===== src/core/hcr_pkg.sv =====
// Purpose: Shared constants and carriers for the host controller config registers
// Assumes: 32-bit APB, byte addresses of own choosing
// Notes:   Single clock pclk at 40 MHz
package hcr_pkg;
  localparam logic [11:0] ADDR_ROM_BASE   = 12'h000;
  localparam logic [11:0] ADDR_VENDOR_ID  = 12'h004;
  localparam logic [11:0] ADDR_CTRL_SET   = 12'h008;
  localparam logic [11:0] ADDR_CTRL_CLEAR = 12'h00c;

  localparam int          ROM_BASE_LSB    = 10;
  localparam logic [31:0] ROM_BASE_MASK   = 32'hffff_fc00;
  localparam logic [31:0] ROM_BASE_RESET  = 32'h0000_0000;

  localparam int          VID_ORG_LSB     = 0;
  localparam int          VID_VEND_LSB    = 24;
  localparam logic [23:0] VID_ORG_NONE    = 24'h00_0000;

  localparam int          CTRL_PHY_PERMIT = 23;
  localparam int          CTRL_LINK_EN    = 17;
  localparam int          CTRL_BIG_ENDIAN = 30;
  localparam logic [31:0] CTRL_SET_MASK   = 32'h4002_0000;
  localparam logic [31:0] CTRL_CLR_MASK   = 32'h4080_0000;

  localparam logic [47:0] ROM_WIN_FIRST   = 48'hffff_f000_0400;
  localparam logic [47:0] ROM_WIN_LAST    = 48'hffff_f000_07ff;
  localparam logic [9:0]  ROM_LOCAL_END   = 10'h014;

  typedef struct packed {
    logic        valid;
    logic        quadlet_read;
    logic [47:0] offset;
  } hcr_req_t;

  typedef struct packed {
    logic        valid;
    logic        type_error;
    logic        local_hit;
    logic [2:0]  local_index;
    logic [31:0] host_addr;
  } hcr_resp_t;
endpackage : hcr_pkg


===== src/core/hcr_swap.sv =====
// Purpose: Registered quadlet byte-order stage
// Assumes: Select held stable while link active
// Notes:   Little endian reverses byte lanes
module hcr_swap (
  input  wire logic        pclk,
  input  wire logic        presetn,
  input  wire logic        big_endian,
  input  wire logic [31:0] din,
  output logic      [31:0] dout
);
  wire logic [31:0] swapped = {din[7:0], din[15:8], din[23:16], din[31:24]};
  wire logic [31:0] next_dout = big_endian ? din : swapped;

  always_ff @(posedge pclk or negedge presetn) begin
    if (!presetn) begin
      dout <= 32'h0000_0000;
    end else begin
      dout <= next_dout;
    end
  end
endmodule : hcr_swap


===== src/core/hcr_top.sv =====
// Purpose: Config ROM map base, vendor id and set/clear control flags over APB
// Assumes: Requests from link logic on pclk; soft_reset is a pclk-domain pulse
// Notes:   Answers ROM map requests one cycle after the request
// Behaviour
// Only ROM-window quadlet reads map, others error
// Low ten base bits forced zero
// Host address is base plus offset
// First five quadlets answered locally
// Software loads base before link enable
// Vendor id read-only, fields 31:24, 23:0
// Organization id reads zero without extras
// Flags readable at set and clear aliases
// Set alias ones set bits
// Clear alias ones clear bits
// Big endian select steers data byte order
// Software changes endian only link off
// Endian select implemented here
// PHY permit is clear-only
// Software enables enhancements only when permitted
// PHY permit loads at hard reset only
// Link enable resets zero, set-only
// Unimplemented control bits read zero
module hcr_top #(
  parameter logic [7:0] VENDOR_BITS = 8'h00,
  parameter logic       PHY_CAPABLE = 1'b1
) (
  input  wire logic                pclk,
  input  wire logic                presetn,
  input  wire logic                psel,
  input  wire logic                penable,
  input  wire logic                pwrite,
  input  wire logic [11:0]         paddr,
  input  wire logic [31:0]         pwdata,
  output logic                     pready,
  output logic      [31:0]         prdata,
  output logic                     pslverr,
  input  wire logic                soft_reset,
  input  wire hcr_pkg::hcr_req_t   rom_req,
  output hcr_pkg::hcr_resp_t       rom_resp,
  input  wire logic [31:0]         dma_data_in,
  output logic      [31:0]         dma_data_out,
  output logic                     link_active_en,
  output logic                     data_big_endian_sel,
  output logic                     phy_enhance_permit
);
  logic [31:0] rom_window_base;
  logic [31:0] host_ctrl_flags;

  // Bus decode
  wire logic        access   = psel && penable;
  wire logic        wr       = access && pwrite;
  wire logic        hit_base = (paddr == hcr_pkg::ADDR_ROM_BASE);
  wire logic        hit_vid  = (paddr == hcr_pkg::ADDR_VENDOR_ID);
  wire logic        hit_set  = (paddr == hcr_pkg::ADDR_CTRL_SET);
  wire logic        hit_clr  = (paddr == hcr_pkg::ADDR_CTRL_CLEAR);
  wire logic        hit_any  = hit_base || hit_vid || hit_set || hit_clr;

  // Read-only id fields
  wire logic [31:0] vendor_identification = {VENDOR_BITS, hcr_pkg::VID_ORG_NONE}; // none extra

  // Set alias mask
  wire logic [31:0] set_bits = (wr && hit_set) ? (pwdata & hcr_pkg::CTRL_SET_MASK) : 32'h0000_0000;
  // Clear alias mask
  wire logic [31:0] clr_bits = (wr && hit_clr) ? (pwdata & hcr_pkg::CTRL_CLR_MASK) : 32'h0000_0000;
  // Reserved stay zero
  wire logic [31:0] impl_mask = hcr_pkg::CTRL_SET_MASK | hcr_pkg::CTRL_CLR_MASK;
  wire logic [31:0] next_flags = ((host_ctrl_flags & ~clr_bits) | set_bits) & impl_mask;

  always_ff @(posedge pclk or negedge presetn) begin
    if (!presetn) begin
      pready  <= 1'b0;
      prdata  <= 32'h0000_0000;
      pslverr <= 1'b0;
    end else begin
      pready  <= psel && !penable;
      prdata  <= (psel && !penable && !pwrite) ? rd_mux : prdata;
      pslverr <= psel && !penable && !hit_any;
    end
  end

  // Base low bits zero
  always_ff @(posedge pclk or negedge presetn) begin
    if (!presetn) begin
      rom_window_base <= hcr_pkg::ROM_BASE_RESET;
    end else if (wr && pready && hit_base) begin
      rom_window_base <= pwdata & hcr_pkg::ROM_BASE_MASK;
    end
  end

  // Permit loads at hard reset only; link enable cleared by soft reset
  wire logic [31:0] soft_clear = soft_reset ? (32'h1 << hcr_pkg::CTRL_LINK_EN) : 32'h0000_0000;
  wire logic [31:0] hw_reset_flags = {8'h00, PHY_CAPABLE, 23'h00_0000};
  always_ff @(posedge pclk or negedge presetn) begin
    if (!presetn) begin
      host_ctrl_flags <= 32'h0000_0000;
    end else if (!pready) begin
      host_ctrl_flags <= host_ctrl_flags & ~soft_clear;
    end else begin
      host_ctrl_flags <= next_flags & ~soft_clear;
    end
  end

  // Permit strap captured right after reset release
  logic started;
  always_ff @(posedge pclk or negedge presetn) begin
    if (!presetn) begin
      started <= 1'b0;
    end else begin
      started <= 1'b1;
    end
  end

  logic permit;
  // Permit clear-only
  always_ff @(posedge pclk or negedge presetn) begin
    if (!presetn) begin
      permit <= 1'b0;
    end else if (!started) begin
      permit <= hw_reset_flags[hcr_pkg::CTRL_PHY_PERMIT];
    end else if (pready && clr_bits[hcr_pkg::CTRL_PHY_PERMIT]) begin
      permit <= 1'b0;
    end
  end

  wire logic [31:0] flags_view = {host_ctrl_flags[31:24], permit, host_ctrl_flags[22:0]};

  // Both aliases read flags, permit included
  wire logic [31:0] rd_mux =
    hit_base ? rom_window_base :
    hit_vid  ? vendor_identification :
    (hit_set || hit_clr) ? flags_view : 32'h0000_0000;

  always_ff @(posedge pclk or negedge presetn) begin
    if (!presetn) begin
      link_active_en      <= 1'b0;
      data_big_endian_sel <= 1'b0;
      phy_enhance_permit  <= 1'b0;
    end else begin
      link_active_en      <= flags_view[hcr_pkg::CTRL_LINK_EN];
      data_big_endian_sel <= flags_view[hcr_pkg::CTRL_BIG_ENDIAN];
      phy_enhance_permit  <= permit;
    end
  end

  // ROM window decode
  wire logic        in_win   = (rom_req.offset >= hcr_pkg::ROM_WIN_FIRST) &&
                               (rom_req.offset <= hcr_pkg::ROM_WIN_LAST);
  wire logic        good_req = in_win && rom_req.quadlet_read && (rom_req.offset[1:0] == 2'b00);
  wire logic [9:0]  rom_off  = rom_req.offset[9:0];
  wire logic        is_local = rom_off < hcr_pkg::ROM_LOCAL_END;
  wire logic [31:0] sum_addr = rom_window_base + {22'h00_0000, rom_off};

  hcr_pkg::hcr_resp_t next_resp;
  always_comb begin
    next_resp             = '0;
    next_resp.valid       = rom_req.valid;
    // Reject non-quadlet-read
    next_resp.type_error  = rom_req.valid && !good_req;
    // Header served locally
    next_resp.local_hit   = rom_req.valid && good_req && is_local;
    next_resp.local_index = rom_off[4:2];
    // Base plus offset
    next_resp.host_addr   = (rom_req.valid && good_req && !is_local) ? sum_addr : 32'h0000_0000;
  end

  always_ff @(posedge pclk or negedge presetn) begin
    if (!presetn) begin
      rom_resp <= '0;
    end else begin
      rom_resp <= next_resp;
    end
  end

  // Endian steering; always present
  hcr_swap u_swap (
    .pclk       (pclk),
    .presetn    (presetn),
    .big_endian (data_big_endian_sel),
    .din        (dma_data_in),
    .dout       (dma_data_out)
  );

  AST_LOW_BITS: assert property (@(posedge pclk) disable iff (!presetn)
    rom_window_base[9:0] == 10'h000) else $error("base low bits nonzero");
  AST_VID_RO: assert property (@(posedge pclk) disable iff (!presetn)
    (psel && !penable && !pwrite && hit_vid) |=> prdata == {VENDOR_BITS, 24'h00_0000})
    else $error("vendor id wrong");
  AST_ORG_ZERO: assert property (@(posedge pclk) disable iff (!presetn)
    vendor_identification[23:0] == 24'h00_0000) else $error("org id nonzero");
  AST_ALIAS_READ: assert property (@(posedge pclk) disable iff (!presetn)
    (psel && !penable && !pwrite && (hit_set || hit_clr)) |=> prdata == $past(flags_view))
    else $error("alias read mismatch");
  AST_SET: assert property (@(posedge pclk) disable iff (!presetn)
    (wr && pready && hit_set && pwdata[17] && !soft_reset) |=> ##1 link_active_en)
    else $error("set failed");
  AST_CLEAR: assert property (@(posedge pclk) disable iff (!presetn)
    (wr && pready && hit_clr && pwdata[30]) |=> ##1 !data_big_endian_sel) else $error("clear failed");
  AST_LINK_NOCLR: assert property (@(posedge pclk) disable iff (!presetn)
    (host_ctrl_flags[17] && !soft_reset) |=> host_ctrl_flags[17]) else $error("link cleared");
  AST_PERMIT: assert property (@(posedge pclk) disable iff (!presetn)
    (started && !permit) |=> !permit) else $error("permit rose");
  AST_RESV: assert property (@(posedge pclk) disable iff (!presetn)
    (host_ctrl_flags & ~impl_mask) == 32'h0000_0000) else $error("reserved set");
  AST_REJECT: assert property (@(posedge pclk) disable iff (!presetn)
    (rom_req.valid && !rom_req.quadlet_read) |=> rom_resp.type_error) else $error("no reject");
  AST_ADDR: assert property (@(posedge pclk) disable iff (!presetn)
    (rom_req.valid && good_req && !is_local) |=> rom_resp.host_addr == $past(sum_addr))
    else $error("bad host addr");
  AST_LOCAL: assert property (@(posedge pclk) disable iff (!presetn)
    (rom_resp.local_hit) |-> rom_resp.host_addr == 32'h0000_0000) else $error("local fetched");
  AST_PERMIT_SOFT: assert property (@(posedge pclk) disable iff (!presetn)
    (started && soft_reset && !clr_bits[23]) |=> permit == $past(permit)) else $error("soft hit permit");

  COV_WRITE_BASE: cover property (@(posedge pclk) disable iff (!presetn) wr && pready && hit_base);
  COV_LINK_UP:    cover property (@(posedge pclk) disable iff (!presetn) $rose(link_active_en));
  COV_MAPPED:     cover property (@(posedge pclk) disable iff (!presetn) rom_resp.valid && !rom_resp.local_hit);
  COV_ERROR:      cover property (@(posedge pclk) disable iff (!presetn) rom_resp.type_error);
endmodule : hcr_top


===== config.mk =====
export PLATFORM = sky130hd
export DESIGN_NAME = hcr_top
export DESIGN_NICKNAME = d
export VERILOG_FILES = /design/src/core/hcr_pkg.sv /design/src/core/hcr_swap.sv /design/src/core/hcr_top.sv
export SDC_FILE = /design/constraint.sdc
export NUM_CORES = 1
export LEC_CHECK = 0
export BUFFER_PORTS_ARGS = -buffer_cell sky130_fd_sc_hd__buf_2
export CAP_MARGIN = 25
export CORE_UTILIZATION = 48
export CTS_CLUSTER_DIAMETER = 50
export CTS_CLUSTER_SIZE = 30
export DETAILED_ROUTE_END_ITERATION = 10
export PLACE_DENSITY = 0.82
export SLEW_MARGIN = 40
export SYNTH_ARGS = -nofsm -noshare
export SYNTH_HDL_FRONTEND = slang
export SYNTH_SLANG_ARGS = --single-unit

===== constraint.sdc =====
create_clock -name pclk -period 3.65 [get_ports pclk]
set_input_delay 0 -clock pclk [delete_from_list [all_inputs] [get_ports pclk]]
set_output_delay 0 -clock pclk [all_outputs]
set_load 0.03 [all_outputs]

Yosys cells after proc, flatten, opt, wreduce, memory -nomap -nowiden
Cells that the tools add are included.
{"block": "word_totals", "register_bits": 163, "out_inout_bits": 107, "wordCells": 69, "input_bits": 132}
{"block": "op_classes", "order_cmp": 3, "n_addsub": 1, "n_eq_ne": 4, "mux": 11, "n_bitwise": 6, "reduce_logical": 28}
{"cell": "32-bit 2-to-1 mux", "n": 6}
{"cell": "31-bit 2-to-1 mux", "n": 2}
{"cell": "48-bit >= comparator (second input constant)", "n": 1}
{"cell": "48-bit less-or-equal comparator (second input constant)", "n": 1}
{"cell": "32-bit by 10-bit adder with 32-bit output", "n": 1}
{"cell": "31-bit by 32-bit bitwise AND with 32-bit output", "n": 1}
{"cell": "32-bit bitwise AND", "n": 1}
{"cell": "18-bit inverter with 32-bit output", "n": 1}
{"cell": "31-bit bitwise AND", "n": 1}
{"cell": "31-bit inverter", "n": 1}
{"cell": "31-bit bitwise OR", "n": 1}
{"cell": "12-bit by 4-bit equality test with 1-bit output (second input constant)", "n": 2}
{"cell": "18-bit 2-to-1 mux", "n": 1}
{"cell": "1-bit logical AND", "n": 17}
{"cell": "12-bit by 3-bit equality test with 1-bit output (second input constant)", "n": 1}
{"cell": "12-bit zero test", "n": 1}
{"cell": "10-bit by 5-bit < comparator with 1-bit output (second input constant)", "n": 1}
{"cell": "1-bit zero test", "n": 5}
{"cell": "1-bit logical OR", "n": 4}
{"cell": "2-bit zero test", "n": 1}
{"cell": "1-bit 2-to-1 mux", "n": 2}
{"cell": "2-bit by 1-bit != test with 1-bit output (second input constant)", "n": 1}

Longest topological paths before layout
Gate-level depths: netlist of the first run.
{"block": "logic_depth", "depth_word": 9, "depth_mapped": 5, "mapped_depth_nobuf": 4}

Modules after synthesis
A second synthesis of the first run with hierarchy kept.
{"block": "unflattened", "hier_cells": 336, "area_unflattened_um2": 4939.7}
{"module": "hcr_top", "cells_per_inst": 268, "seq_area_each_um2": 2277.2, "area_per_inst_um2": 3594.7, "n_inst": 1}
{"module": "hcr_swap", "cells_per_inst": 68, "seq_area_each_um2": 800.8, "area_per_inst_um2": 1345.0, "n_inst": 1}

Worst setup path before layout of the first run
Ideal clock, no wire load.
{"block": "synth_timing", "path_kind": "register -> register", "startpoint": "register data_big_endian_sel", "endpoint": "register u_swap.dout[0]", "path_slack_ps": 2109, "arrival_ps": 1416, "t_required_ps": 3525, "path_stages_with_launch": 4, "cell_sequence": "dfrtp_1 -> clkbuf_1 -> buf_1 -> mux2_2"}
{"block": "synth_between", "elab_chain_cells": 1}
{"item": "start, declared", "line_no": "hcr_top.sv:43", "rtl": "output logic data_big_endian_sel,"}
{"item": "start signal, assigned", "line_no": "hcr_top.sv:140", "rtl": "data_big_endian_sel <= flags_view[hcr_pkg::CTRL_BIG_ENDIAN];"}
{"item": "32-bit 2-to-1 mux", "line_no": "hcr_swap.sv:12", "rtl": "wire logic [31:0] next_dout = big_endian ? din : swapped;"}
{"item": "via u_swap.next_dout[0]", "line_no": "hcr_swap.sv:12"}
{"item": "end signal, assigned", "line_no": "hcr_swap.sv:18", "rtl": "dout <= next_dout;"}
{"item": "end, declared", "line_no": "hcr_swap.sv:9", "rtl": "output logic [31:0] dout"}
The timed path passes the listed nets, and every way through them passes these cells.
A chain may end at the register's enable or synchronous reset.

==> run_results.csv, run 1 <==
group,metric,value,unit
status,outcome,"finished clean",
floorplan,chip_width,100,um
synth,yosysSeqAreaShare,0.668,
sta,worst-slew-pin-transition,0.694,ns
drt,drt_first_pass_iters,4,
final_layout,antenna_cells,0,
sta,fin_worst_hold_slack,0.0312,ns
critical_path,critPathArrivalTime,3.27,ns
sta,post-route-period-util,0.777,
synth,synth_area_leader_cell,"sky130_fd_sc_hd__dfrtp_1",
final_layout,flow.area_growth_from_synthesis,60.4,%
synth,postSynthCellCount,306,
clock_network,cts_made_buffers,17,
clock_network,cts_hold_repair.buffers,99,
power,vdd_ir_drop_max,297,uV
final_layout,post-route-util,0.796,
critical_path,r2r_setup_slack,1.61,ns
clock_network,cts.repair_timing.setup_buffer_count,0,
power,seq_power_share,0.420,
sta,post-route-worst-setup-slack,0.813,ns
power,switching_power,0.802,mW
synth,synth.top_cells.by_count,"123 x sky130_fd_sc_hd__dfrtp_1, 54 x sky130_fd_sc_hd__mux2_2, 19 x sky130_fd_sc_hd__a22o_1, 19 x sky130_fd_sc_hd__and2_2, 15 x sky130_fd_sc_hd__and2_1",
clock_network,tritoncts_clock_tree,"yes",
drt,routed_wl,13500,um
power,internal_power,2.52,mW
clock_network,postCtsResizedCells,0,
final_layout,layout-drive-gt1-share,0.515,
critical_path,critPathMaxFanout,3,
synth,share_of_synthesized_flip_flops_with_an_asynchronous_set_or_reset,1.00,
drt,remaining_drc_errors,0,
synth,netlist_top_cells_area,"sky130_fd_sc_hd__dfrtp_1 67%, sky130_fd_sc_hd__mux2_2 13%, sky130_fd_sc_hd__a22o_1 3.6%",
critical_path,cp-endpoint,"rom_resp[7]",
critical_path,rr_endpoint,"host_ctrl_flags[17]",
critical_path,regToRegStartpoint,"pready",
global_route,antenna_found_initial,0,
placed_design,io_buffer_count,218,
sta,post-route-min-period,2.84,ns
critical_path,crit_type,"in2reg",
critical_path,r2r.worst_path.cells,5,
synth,post_synth_design_cell_area,0.00461,mm^2
critical_path,timing.critical_path.from_type,"input port",
final_layout,layout.nets,768,
floorplan,die-area,0.00999,mm^2
clock_network,ctsHtreeMaxLevel,4,
final_layout,finish.instance_area,0.00739,mm^2
flow_run,maxCapViolations,0,
clock_network,clockRootBuffer,"sky130_fd_sc_hd__clkbuf_8",
drt,routed_wire_length_per_instance,17.3,um
synth,synth_edf_count,0,
clock_network,cts_max_path_buffers,2,
hold_path,hold_path.class,"in2reg",
sta,grt_setup_unrepaired,"no",
power,power_switching_share,0.241,
floorplan,die_h,100,um
clock_network,clock_sink_count,123,
placed_design,placement.setup.worst_slack,1.74,ns
drt,detailroute.via_count,3848,
global_route,grt_start_max_net_pins,47,
placed_design,placement.cell_area,0.00581,mm^2
drt,antenna_left,0,
sta,fin_worst_skew,0.0111,ns
critical_path,setup.worst_path.start,"rom_req[20]",
sta,fin_setup_tns,0,ns
sta,finalHoldViolations,0,
placed_design,placedCellCount,647,
critical_path,crit_required,4.08,ns
power,p_per_area,450,mW/mm^2
placed_design,gp_congestion,0.900,
floorplan,initial_cell_density_of_the_core,0.496,
power,clkPwrFrac,0.489,
power,total_power,3.33,mW
sta,max_slew_margin,0.537,
drt,dr.first_iter.drc_count,88,
clock_network,cts_clock_pin_slew_for_the_worst_setup_and_hold_paths,0.06,ns
synth,synth_seq_cells,123,
sta,max_slew_violation_total_from_the_final_report,0,
synth,synth.distinct_cells,35,
floorplan,fp.coreArea,0.00928,mm^2
synth,yosys_warnings,0,
global_route,grt_first_pass_wirelength,20500,um
floorplan,row_count,35,
power,pwr-share-comb,0.092,
critical_path,crit_end_category,"flop",
synth,synth.top_cell.area_share,0.668,
global_route,global_route.usage.total,0.279,
sta,fmax,0.352,GHz
synth,mapped_avg_cell_area,15.1,um^2
synth,ys_dominant_reg_cell,"sky130_fd_sc_hd__dfrtp_1",
final_layout,layoutNonFillerInstCount,778,
drt,via_per_inst,4.95,
final_layout,fillCellCount,552,
synth,synth.most_common_cell,"sky130_fd_sc_hd__dfrtp_1",
global_route,first_global_vias,4128,
power,p_leak,3.83,nW
clock_network,clock_insertion_delay_worst_skew,0.50,ns
global_route,grt.overflow.total,0,
floorplan,design.portCount,239,
placed_design,dpl_hpwl,7910,um
sta,finalSetupViolCount,0,
[final cells by class]
cell class	instances	area, um^2	share of cell area
inverter	4	15.0	0.00203
clock inverter	14	164	0.0222
sequential	123	3080	0.417
timing repair buffer	322	2120	0.287
tap	129	161	0.0219
clock buffer	18	418	0.0566
multi-input combinational	168	1430	0.193
[worst min-delay path by stage]
stage | startpoint | endpoint | slack [ns] | depth (start not counted)
2_1_floorplan | presetn | data_big_endian_sel | -0.30 | 0
3_3_place_gp | presetn | u_swap.dout[5] | 0.02 | 1
3_5_place_dp | presetn | rom_resp[29] | 0.04 | 1
4_1_cts | paddr[9] | permit | 0.01 | 5
5_1_grt | paddr[11] | permit | 0.07 | 5
6_report | paddr[11] | permit | 0.03 | 5
[layer usage]
layer	up-vias	part of all wire	GRT usage
met5	-	0	0
met4	0	0.024	0.126
met3	28	0.068	0.0675
met2	206	0.55	0.535
met1	1891	0.36	0.283
li1	1723	-	-
[worst max-delay path, stage by stage]
cell and delay (ns):
sky130_fd_sc_hd__dlygate4sd3_1 0.53, sky130_fd_sc_hd__buf_2 0.12, sky130_fd_sc_hd__nor4b_1 0.35, sky130_fd_sc_hd__dlygate4sd3_1 0.62, sky130_fd_sc_hd__nand3_1 0.07, sky130_fd_sc_hd__dlygate4sd3_1 0.57
sky130_fd_sc_hd__nor4_1 0.30, sky130_fd_sc_hd__and2_1 0.18, sky130_fd_sc_hd__dlygate4sd3_1 0.54
[power groups by stage]
| stage | Combinational, mW | Sequential [mW] | Clock [mW] |
|---|---|---|---|
| 6_report | 0.305 | 1.40 | 1.62 |
| 5_1_grt | 0.327 | 1.40 | 1.72 |
| 4_1_cts | 0.299 | 1.39 | 1.64 |
| 3_5_place_dp | 0.224 | 1.42 | 0 |
| 3_3_place_gp | 0.217 | 1.42 | 0 |
| 2_1_floorplan | 0.0513 | 1.47 | 0 |
[layout by cell type (no fill, tap or decap), types with 2 or more instances in the layout]
cell type | netlist | routed
sky130_fd_sc_hd__a221o_1 | 3 | 3
sky130_fd_sc_hd__a22o_1 | 19 | 19
sky130_fd_sc_hd__and2_1 | 15 | 15
sky130_fd_sc_hd__and2_2 | 19 | 19
sky130_fd_sc_hd__and4b_1 | 2 | 2
sky130_fd_sc_hd__buf_2 | 2 | 217
sky130_fd_sc_hd__buf_4 | 10 | 6
sky130_fd_sc_hd__bufinv_16 | 0 | 2
sky130_fd_sc_hd__clkbuf_16 | 0 | 16
sky130_fd_sc_hd__clkinv_4 | 0 | 4
sky130_fd_sc_hd__clkinvlp_4 | 0 | 2
sky130_fd_sc_hd__conb_1 | 2 | 13
sky130_fd_sc_hd__dfrtp_1 | 123 | 122
sky130_fd_sc_hd__dlygate4sd3_1 | 0 | 99
sky130_fd_sc_hd__inv_1 | 4 | 4
sky130_fd_sc_hd__inv_6 | 0 | 3
sky130_fd_sc_hd__inv_8 | 0 | 2
sky130_fd_sc_hd__mux2_2 | 54 | 54
sky130_fd_sc_hd__nand2_1 | 2 | 2
sky130_fd_sc_hd__nand3_1 | 2 | 2
sky130_fd_sc_hd__nand4_1 | 7 | 7
sky130_fd_sc_hd__nor2_1 | 7 | 5
sky130_fd_sc_hd__nor3_1 | 2 | 2
sky130_fd_sc_hd__nor3b_1 | 2 | 2
sky130_fd_sc_hd__nor4_1 | 3 | 3
sky130_fd_sc_hd__nor4b_1 | 3 | 3
sky130_fd_sc_hd__o21ai_0 | 3 | 3
[sequential cells by signal, summed over array words and instances (netlist names)]
name and flops:
data_big_endian_sel 1, host_ctrl_flags 2, link_active_en 1, permit 1
phy_enhance_permit 1, prdata 22, pready 1, pslverr 1
rom_resp 38, rom_window_base 22, started 1, u_swap.dout 32
[logic make-up (layout without fill, tap and decap cells)]
logic type             count (synthesis)  in the layout  synth area share
flip-flops                           123            123             0.668
AO/OA/AOI/OAI                         28             28            0.0546
multiplexers                          54             54             0.132
buffers and inverters                 26            358            0.0331
AND/OR/NAND/NOR                       73             73             0.110
other                                  2             13           0.00163
Power figures use the tool's default switching activity.
==> inputs of run 2 (changes only) <==
--- a/config.mk
+++ b/config.mk
@@ -7,11 +7,11 @@
 export LEC_CHECK = 0
 export BUFFER_PORTS_ARGS = -buffer_cell sky130_fd_sc_hd__buf_2
 export CAP_MARGIN = 25
-export CORE_UTILIZATION = 48
+export CORE_UTILIZATION = 41
 export CTS_CLUSTER_DIAMETER = 50
 export CTS_CLUSTER_SIZE = 30
 export DETAILED_ROUTE_END_ITERATION = 10
-export PLACE_DENSITY = 0.82
+export PLACE_DENSITY = 0.74
 export SLEW_MARGIN = 40
 export SYNTH_ARGS = -nofsm -noshare
 export SYNTH_HDL_FRONTEND = slang
==> constraint.sdc (replaced) <==
create_clock -name pclk -period 2.4 [get_ports pclk]
set_input_delay 0 -clock pclk [delete_from_list [all_inputs] [get_ports pclk]]
set_output_delay 0 -clock pclk [all_outputs]
set_load 0.03 [all_outputs]
==> run_results.csv, run 2 (synthesis results as in run 1) <==
group,metric,value,unit
clock_network,cts.repair_timing.setup_buffer_count,0,
critical_path,crit_top_cell,"sky130_fd_sc_hd__dlygate4sd3_1",
clock_network,clock_sink_count,123,
floorplan,initial_cell_density_of_the_core,0.423,
drt,remaining_drc_errors,0,
global_route,first_global_vias,4004,
clock_network,cts_made_buffers,17,
clock_network,cts_hold_repair.buffers,99,
global_route,grt.overflow.total,0,
critical_path,max_stage_delay,0.60,ns
final_layout,post-route-util,0.687,
critical_path,crit_type,"in2reg",
sta,post-route-min-period,2.21,ns
global_route,global_route.usage.total,0.232,
critical_path,regToRegStartpoint,"pready",
placed_design,placedCellCount,660,
final_layout,layout-drive-gt1-share,0.516,
sta,finalSetupViolCount,0,
critical_path,path_delay_family,"buffers and inverters",
critical_path,cp.buffers_inverters,4,
global_route,grt_first_pass_wirelength,19700,um
clock_network,postCtsResizedCells,0,
placed_design,dpl_hpwl,8070,um
status,outcome,"finished clean",
power,total_power,5.28,mW
final_layout,max_flop_register,"rom_resp",
placed_design,io_buffer_count,218,
floorplan,chip_width,108,um
placed_design,gp_congestion,0.828,
sta,grt_setup_unrepaired,"no",
clock_network,clockRootBuffer,"sky130_fd_sc_hd__clkbuf_8",
final_layout,most_frequent_cells_in_the_layout,"217 x sky130_fd_sc_hd__buf_2, 123 x sky130_fd_sc_hd__dfrtp_1, 99 x sky130_fd_sc_hd__dlygate4sd3_1",
final_layout,antenna_cells,0,
final_layout,layoutNonFillerInstCount,791,
final_layout,max_reg_flops,38,
sta,post-route-period-util,0.919,
clock_network,clock_insertion_delay_worst_skew,0.51,ns
drt,routed_wl,13000,um
final_layout,layout_commonest_cell,"sky130_fd_sc_hd__buf_2",
final_layout,layout_top_registers,"rom_resp (38), u_swap.dout (32)",
critical_path,critPathMaxFanout,3,
critical_path,critical_path.slowest_cell,"sky130_fd_sc_hd__dlygate4sd3_1",
sta,max_slew_margin,0.561,
hold_path,hold_path.class,"in2reg",
floorplan,die_h,108,um
critical_path,crit_required,2.84,ns
drt,antenna_left,0,
sta,max_slew_violation_total_from_the_final_report,0,
sta,fmax,0.453,GHz
floorplan,die-area,0.0117,mm^2
critical_path,setup.worst_path.start,"rom_req[25]",
drt,detailroute.via_count,3730,
critical_path,timing.critical_path.cells,"dlygate4sd3_1 > buf_2 > nor3b_1 > dlygate4sd3_1 > nand3_1 > nor4_1 > dlygate4sd3_1 > and3_1",
final_layout,flow.area_growth_from_synthesis,62.4,%
floorplan,row_count,38,
power,p_leak,3.89,nW
clock_network,cts_clock_pin_slew_for_the_worst_setup_and_hold_paths,0.06,ns
critical_path,crit_end_category,"flop",
flow_run,maxCapViolations,0,
drt,routed_wire_length_per_instance,16.4,um
power,p_per_area,706,mW/mm^2
clock_network,ctsHtreeMaxLevel,4,
global_route,grt_start_max_net_pins,55,
sta,fin_setup_tns,0,ns
sta,fin_worst_skew,0.00928,ns
power,vdd_ir_drop_max,378,uV
floorplan,fp.coreArea,0.0109,mm^2
sta,worst-slew-pin-transition,0.654,ns
hold_path,hold_path.startpoint,"paddr[11]",
global_route,antenna_found_initial,0,
sta,finalHoldViolations,0,
critical_path,timing.critical_path.from_type,"input port",
drt,via_per_inst,4.72,
critical_path,critPathArrivalTime,2.65,ns
clock_network,tritoncts_clock_tree,"yes",
final_layout,layout.nets,770,
clock_network,cts_max_path_buffers,2,
floorplan,design.portCount,239,
drt,drt_first_pass_iters,4,
drt,dr.first_iter.drc_count,142,
run 2: power by group:
part,internal (mW),switching (mW)
clock,1.78,0.912
combinational,0.226,0.238
sequential,2.11,0.0104
run 2: metrics by stage:
stage	worst slack, ns	instance area (um^2)	hold slack [ns]
2_1_floorplan	0.859	4650	-0.296
3_3_place_gp	0.598	5850	-0.0136
3_5_place_dp	0.539	5850	0.00213
4_1_cts	0.183	7480	0.00617
5_1_grt	0.0294	7480	0.0218
6_report	0.194	7480	0.00598
run 2: final cells by class:
type / count / area [um^2]
inverters: 4 / 15.0
well taps: 140 / 175
repair buffers: 324 / 2150
multi-input cells: 168 / 1420
flip-flops and latches: 123 / 3080
clock buffers: 20 / 455
clock inverters: 12 / 185
fillers: 779 / 3410
run 2: worst paths after layout:
| path | endpoint | slack (ns) | cells after the start |
|---|---|---|---|
| max | rom_resp[35] | 0.19 | 8 |
| min | permit | 0.006 | 5 |
| max reg2reg | host_ctrl_flags[17] | 0.33 | 5 |
| min reg2reg | data_big_endian_sel | 0.40 | 0 |
| max in group asynchronous | rom_resp[22] | 0.96 | 4 |
| min in group asynchronous | prdata[26] | 0.54 | 3 |
run 2: tightest hold or removal path: stages:
cell                      delay [ns]
sky130_fd_sc_hd__buf_2          0.09
sky130_fd_sc_hd__nor3b_1        0.04
sky130_fd_sc_hd__nand4_1        0.17
sky130_fd_sc_hd__o21ai_0        0.11
sky130_fd_sc_hd__nand2_1        0.06
run 2: routing by layer:
layer  vias to the layer above  global-route usage  wire [um]
met5                         -                   0          0
li1                       1723                   -          -
met2                       170               0.451       7310
met1                      1820               0.236       4660
met4                         0              0.0793        198
met3                        17              0.0609        801
==> inputs of run 3 (changes only) <==
--- a/config.mk
+++ b/config.mk
@@ -5,13 +5,13 @@
 export SDC_FILE = /design/constraint.sdc
 export NUM_CORES = 1
 export LEC_CHECK = 0
-export BUFFER_PORTS_ARGS = -buffer_cell sky130_fd_sc_hd__buf_2
 export CAP_MARGIN = 25
-export CORE_UTILIZATION = 41
+export CORE_UTILIZATION = 55
 export CTS_CLUSTER_DIAMETER = 50
 export CTS_CLUSTER_SIZE = 30
 export DETAILED_ROUTE_END_ITERATION = 10
-export PLACE_DENSITY = 0.74
+export DONT_BUFFER_PORTS = 1
+export PLACE_DENSITY = 0.71
 export SLEW_MARGIN = 40
 export SYNTH_ARGS = -nofsm -noshare
 export SYNTH_HDL_FRONTEND = slang
==> constraint.sdc (replaced) <==
create_clock -name pclk -period 2.4 [get_ports pclk]
set_input_delay 0.36 -clock pclk [delete_from_list [all_inputs] [get_ports pclk]]
set_output_delay 0.36 -clock pclk [all_outputs]
set_load 0.03 [all_outputs]
==> run_results.csv, run 3 (synthesis results as in run 1) <==
group,metric,value,unit
final_layout,max_flop_register,"rom_resp",
critical_path,critPathArrivalTime,2.22,ns
drt,detailroute.via_count,2846,
sta,finalSetupViolCount,0,
final_layout,max_reg_flops,38,
power,pwr-share-comb,0.037,
power,p_per_area,821,mW/mm^2
global_route,grt_first_pass_wirelength,15900,um
drt,remaining_drc_errors,0,
final_layout,most_frequent_cells_in_the_layout,"123 x sky130_fd_sc_hd__dfrtp_1, 80 x sky130_fd_sc_hd__dlygate4sd3_1, 54 x sky130_fd_sc_hd__mux2_2",
sta,fin_worst_skew,0.00745,ns
power,internal_power,3.96,mW
critical_path,critical_path.slowest_cell,"sky130_fd_sc_hd__dlygate4sd3_1",
floorplan,chip_width,93.5,um
clock_network,cts_hold_repair.buffers,80,
sta,grt_setup_unrepaired,"no",
critical_path,critPathMaxFanout,33,
critical_path,timing.critical_path.from_type,"flop",
power,seq_power_share,0.437,
placed_design,io_buffer_count,0,
drt,drt_first_pass_iters,4,
power,total_power,5.04,mW
clock_network,cts_clock_pin_slew_for_the_worst_setup_and_hold_paths,0.06,ns
critical_path,setup.worst_path.start,"data_big_endian_sel",
power,vdd_ir_drop_max,433,uV
final_layout,layout.nets,531,
critical_path,r2r_setup_slack,0.55,ns
final_layout,flow.area_growth_from_synthesis,33.2,%
floorplan,die-area,0.00874,mm^2
critical_path,cp_num_cells,3,
sta,post-route-period-util,0.773,
critical_path,rr_endpoint,"u_swap.dout[24]",
sta,fin_worst_hold_slack,-0.445,ns
final_layout,layout-drive-gt1-share,0.277,
global_route,grt_start_max_net_pins,124,
critical_path,cp.buffers_inverters,2,
sta,fmax,0.539,GHz
clock_network,clock_insertion_delay_worst_skew,0.50,ns
placed_design,gp_congestion,0.729,
drt,via_per_inst,5.50,
critical_path,r2r.worst_path.cells,3,
global_route,antenna_found_initial,0,
status,outcome,"finished with violations",
clock_network,cts_max_path_buffers,2,
floorplan,fp.coreArea,0.00818,mm^2
clock_network,tritoncts_clock_tree,"yes",
clock_network,cts_made_buffers,17,
critical_path,path_delay_family,"buffers and inverters",
final_layout,layout_top_registers,"rom_resp (38), u_swap.dout (32)",
placed_design,dpl_hpwl,6050,um
drt,routed_wl,10600,um
clock_network,clock_sink_count,123,
flow_run,maxCapViolations,0,
drt,routed_wire_length_per_instance,20.5,um
drt,dr.first_iter.drc_count,115,
critical_path,timing.critical_path.cells,"buf_4 > mux2_2 > dlygate4sd3_1",
clock_network,clockRootBuffer,"sky130_fd_sc_hd__clkbuf_8",
sta,max_slew_margin,0.636,
critical_path,cp-endpoint,"u_swap.dout[24]",
drt,antenna_left,0,
sta,max_slew_violation_total_from_the_final_report,0,
sta,finalHoldViolations,123,
global_route,first_global_vias,3065,
hold_path,hold_path.class,"in2async",
floorplan,initial_cell_density_of_the_core,0.563,
critical_path,crit_required,2.77,ns
critical_path,max_stage_delay,0.58,ns
critical_path,regToRegStartpoint,"data_big_endian_sel",
floorplan,design.portCount,239,
final_layout,layout_commonest_cell,"sky130_fd_sc_hd__dfrtp_1",
final_layout,antenna_cells,0,
sta,post-route-min-period,1.85,ns
critical_path,crit_end_category,"flop",
floorplan,row_count,33,
global_route,grt.overflow.total,0,
final_layout,fillCellCount,496,
power,p_leak,2.82,nW
clock_network,ctsHtreeMaxLevel,4,
power,power_switching_share,0.214,
status,failed_checks,"negative hold slack",
global_route,global_route.usage.total,0.250,
clock_network,postCtsResizedCells,0,
sta,fin_setup_tns,0,ns
critical_path,crit_type,"reg2reg",
sta,worst-slew-pin-transition,0.541,ns
power,clkPwrFrac,0.526,
floorplan,die_h,93.5,um
power,switching_power,1.08,mW
run 3: changes by cell type in the layout (fill, tap and decap cells not counted), sizes merged:
cell         before  now
buf             225    5
clkinvlp          1    2
dlygate4sd3      99   80
inv               6    5
run 3: cell type report:
cell class                      count  area, um^2  area share
Timing Repair Buffer               85         863       0.141
Sequential cell                   123        3080       0.502
Clock inverter                     12         190      0.0310
Multi-Input combinational cell    168        1420       0.232
Tap cell                          105         131      0.0214
Inverter                            4        15.0     0.00245
Clock buffer                       20         435      0.0710
run 3: worst min-delay path by stage:
| stage | from | endpoint | slack (ns) | depth (start not counted) |
|---|---|---|---|---|
| 2_1_floorplan | presetn | data_big_endian_sel | 0.06 | 0 |
| 3_3_place_gp | presetn | u_swap.dout[10] | 0.07 | 0 |
| 3_5_place_dp | presetn | u_swap.dout[10] | 0.07 | 0 |
| 4_1_cts | presetn | u_swap.dout[10] | -0.47 | 0 |
| 5_1_grt | presetn | u_swap.dout[18] | -0.47 | 0 |
| 6_report | presetn | prdata[24] | -0.44 | 0 |
run 3: power by group through the flow:
stage                     clock [mW]  sequential [mW]  combinational (mW)
after floorplan                    0             2.23              0.0780
after global placement             0             2.24              0.0708
after detailed placement           0             2.24              0.0734
after CTS                       2.68             2.20               0.181
after global routing            2.79             2.20               0.200
final                           2.65             2.20               0.187
run 3: metal layers:
metal / track usage / share of wire / vias up
met1: 0.271 / 0.37 / 1431
met5: 0 / 0 / -
met2: 0.458 / 0.55 / 159
met3: 0.0789 / 0.077 / 6
met4: 0.0846 / 0.0060 / 0
li1: - / - / 1250
run 3: stage by stage:
step	utilization	instances	hold slack [ns]	area [um^2]	setup slack (ns)
floorplan	-	317	0.0644	4650	0.586
global placement	0.576	405	0.0666	4710	0.475
global route	0.750	517	-0.471	6130	0.503
CTS	0.750	517	-0.473	6130	0.609
detailed placement	0.576	405	0.0665	4710	0.361
finish	0.750	517	-0.445	6130	0.546
run 3: timing repair:
item | CTS | global route
setup endpoints to repair | 0 | 0
endpoints found under the hold margin | 191 | 123
buffers inserted | 0 | 0
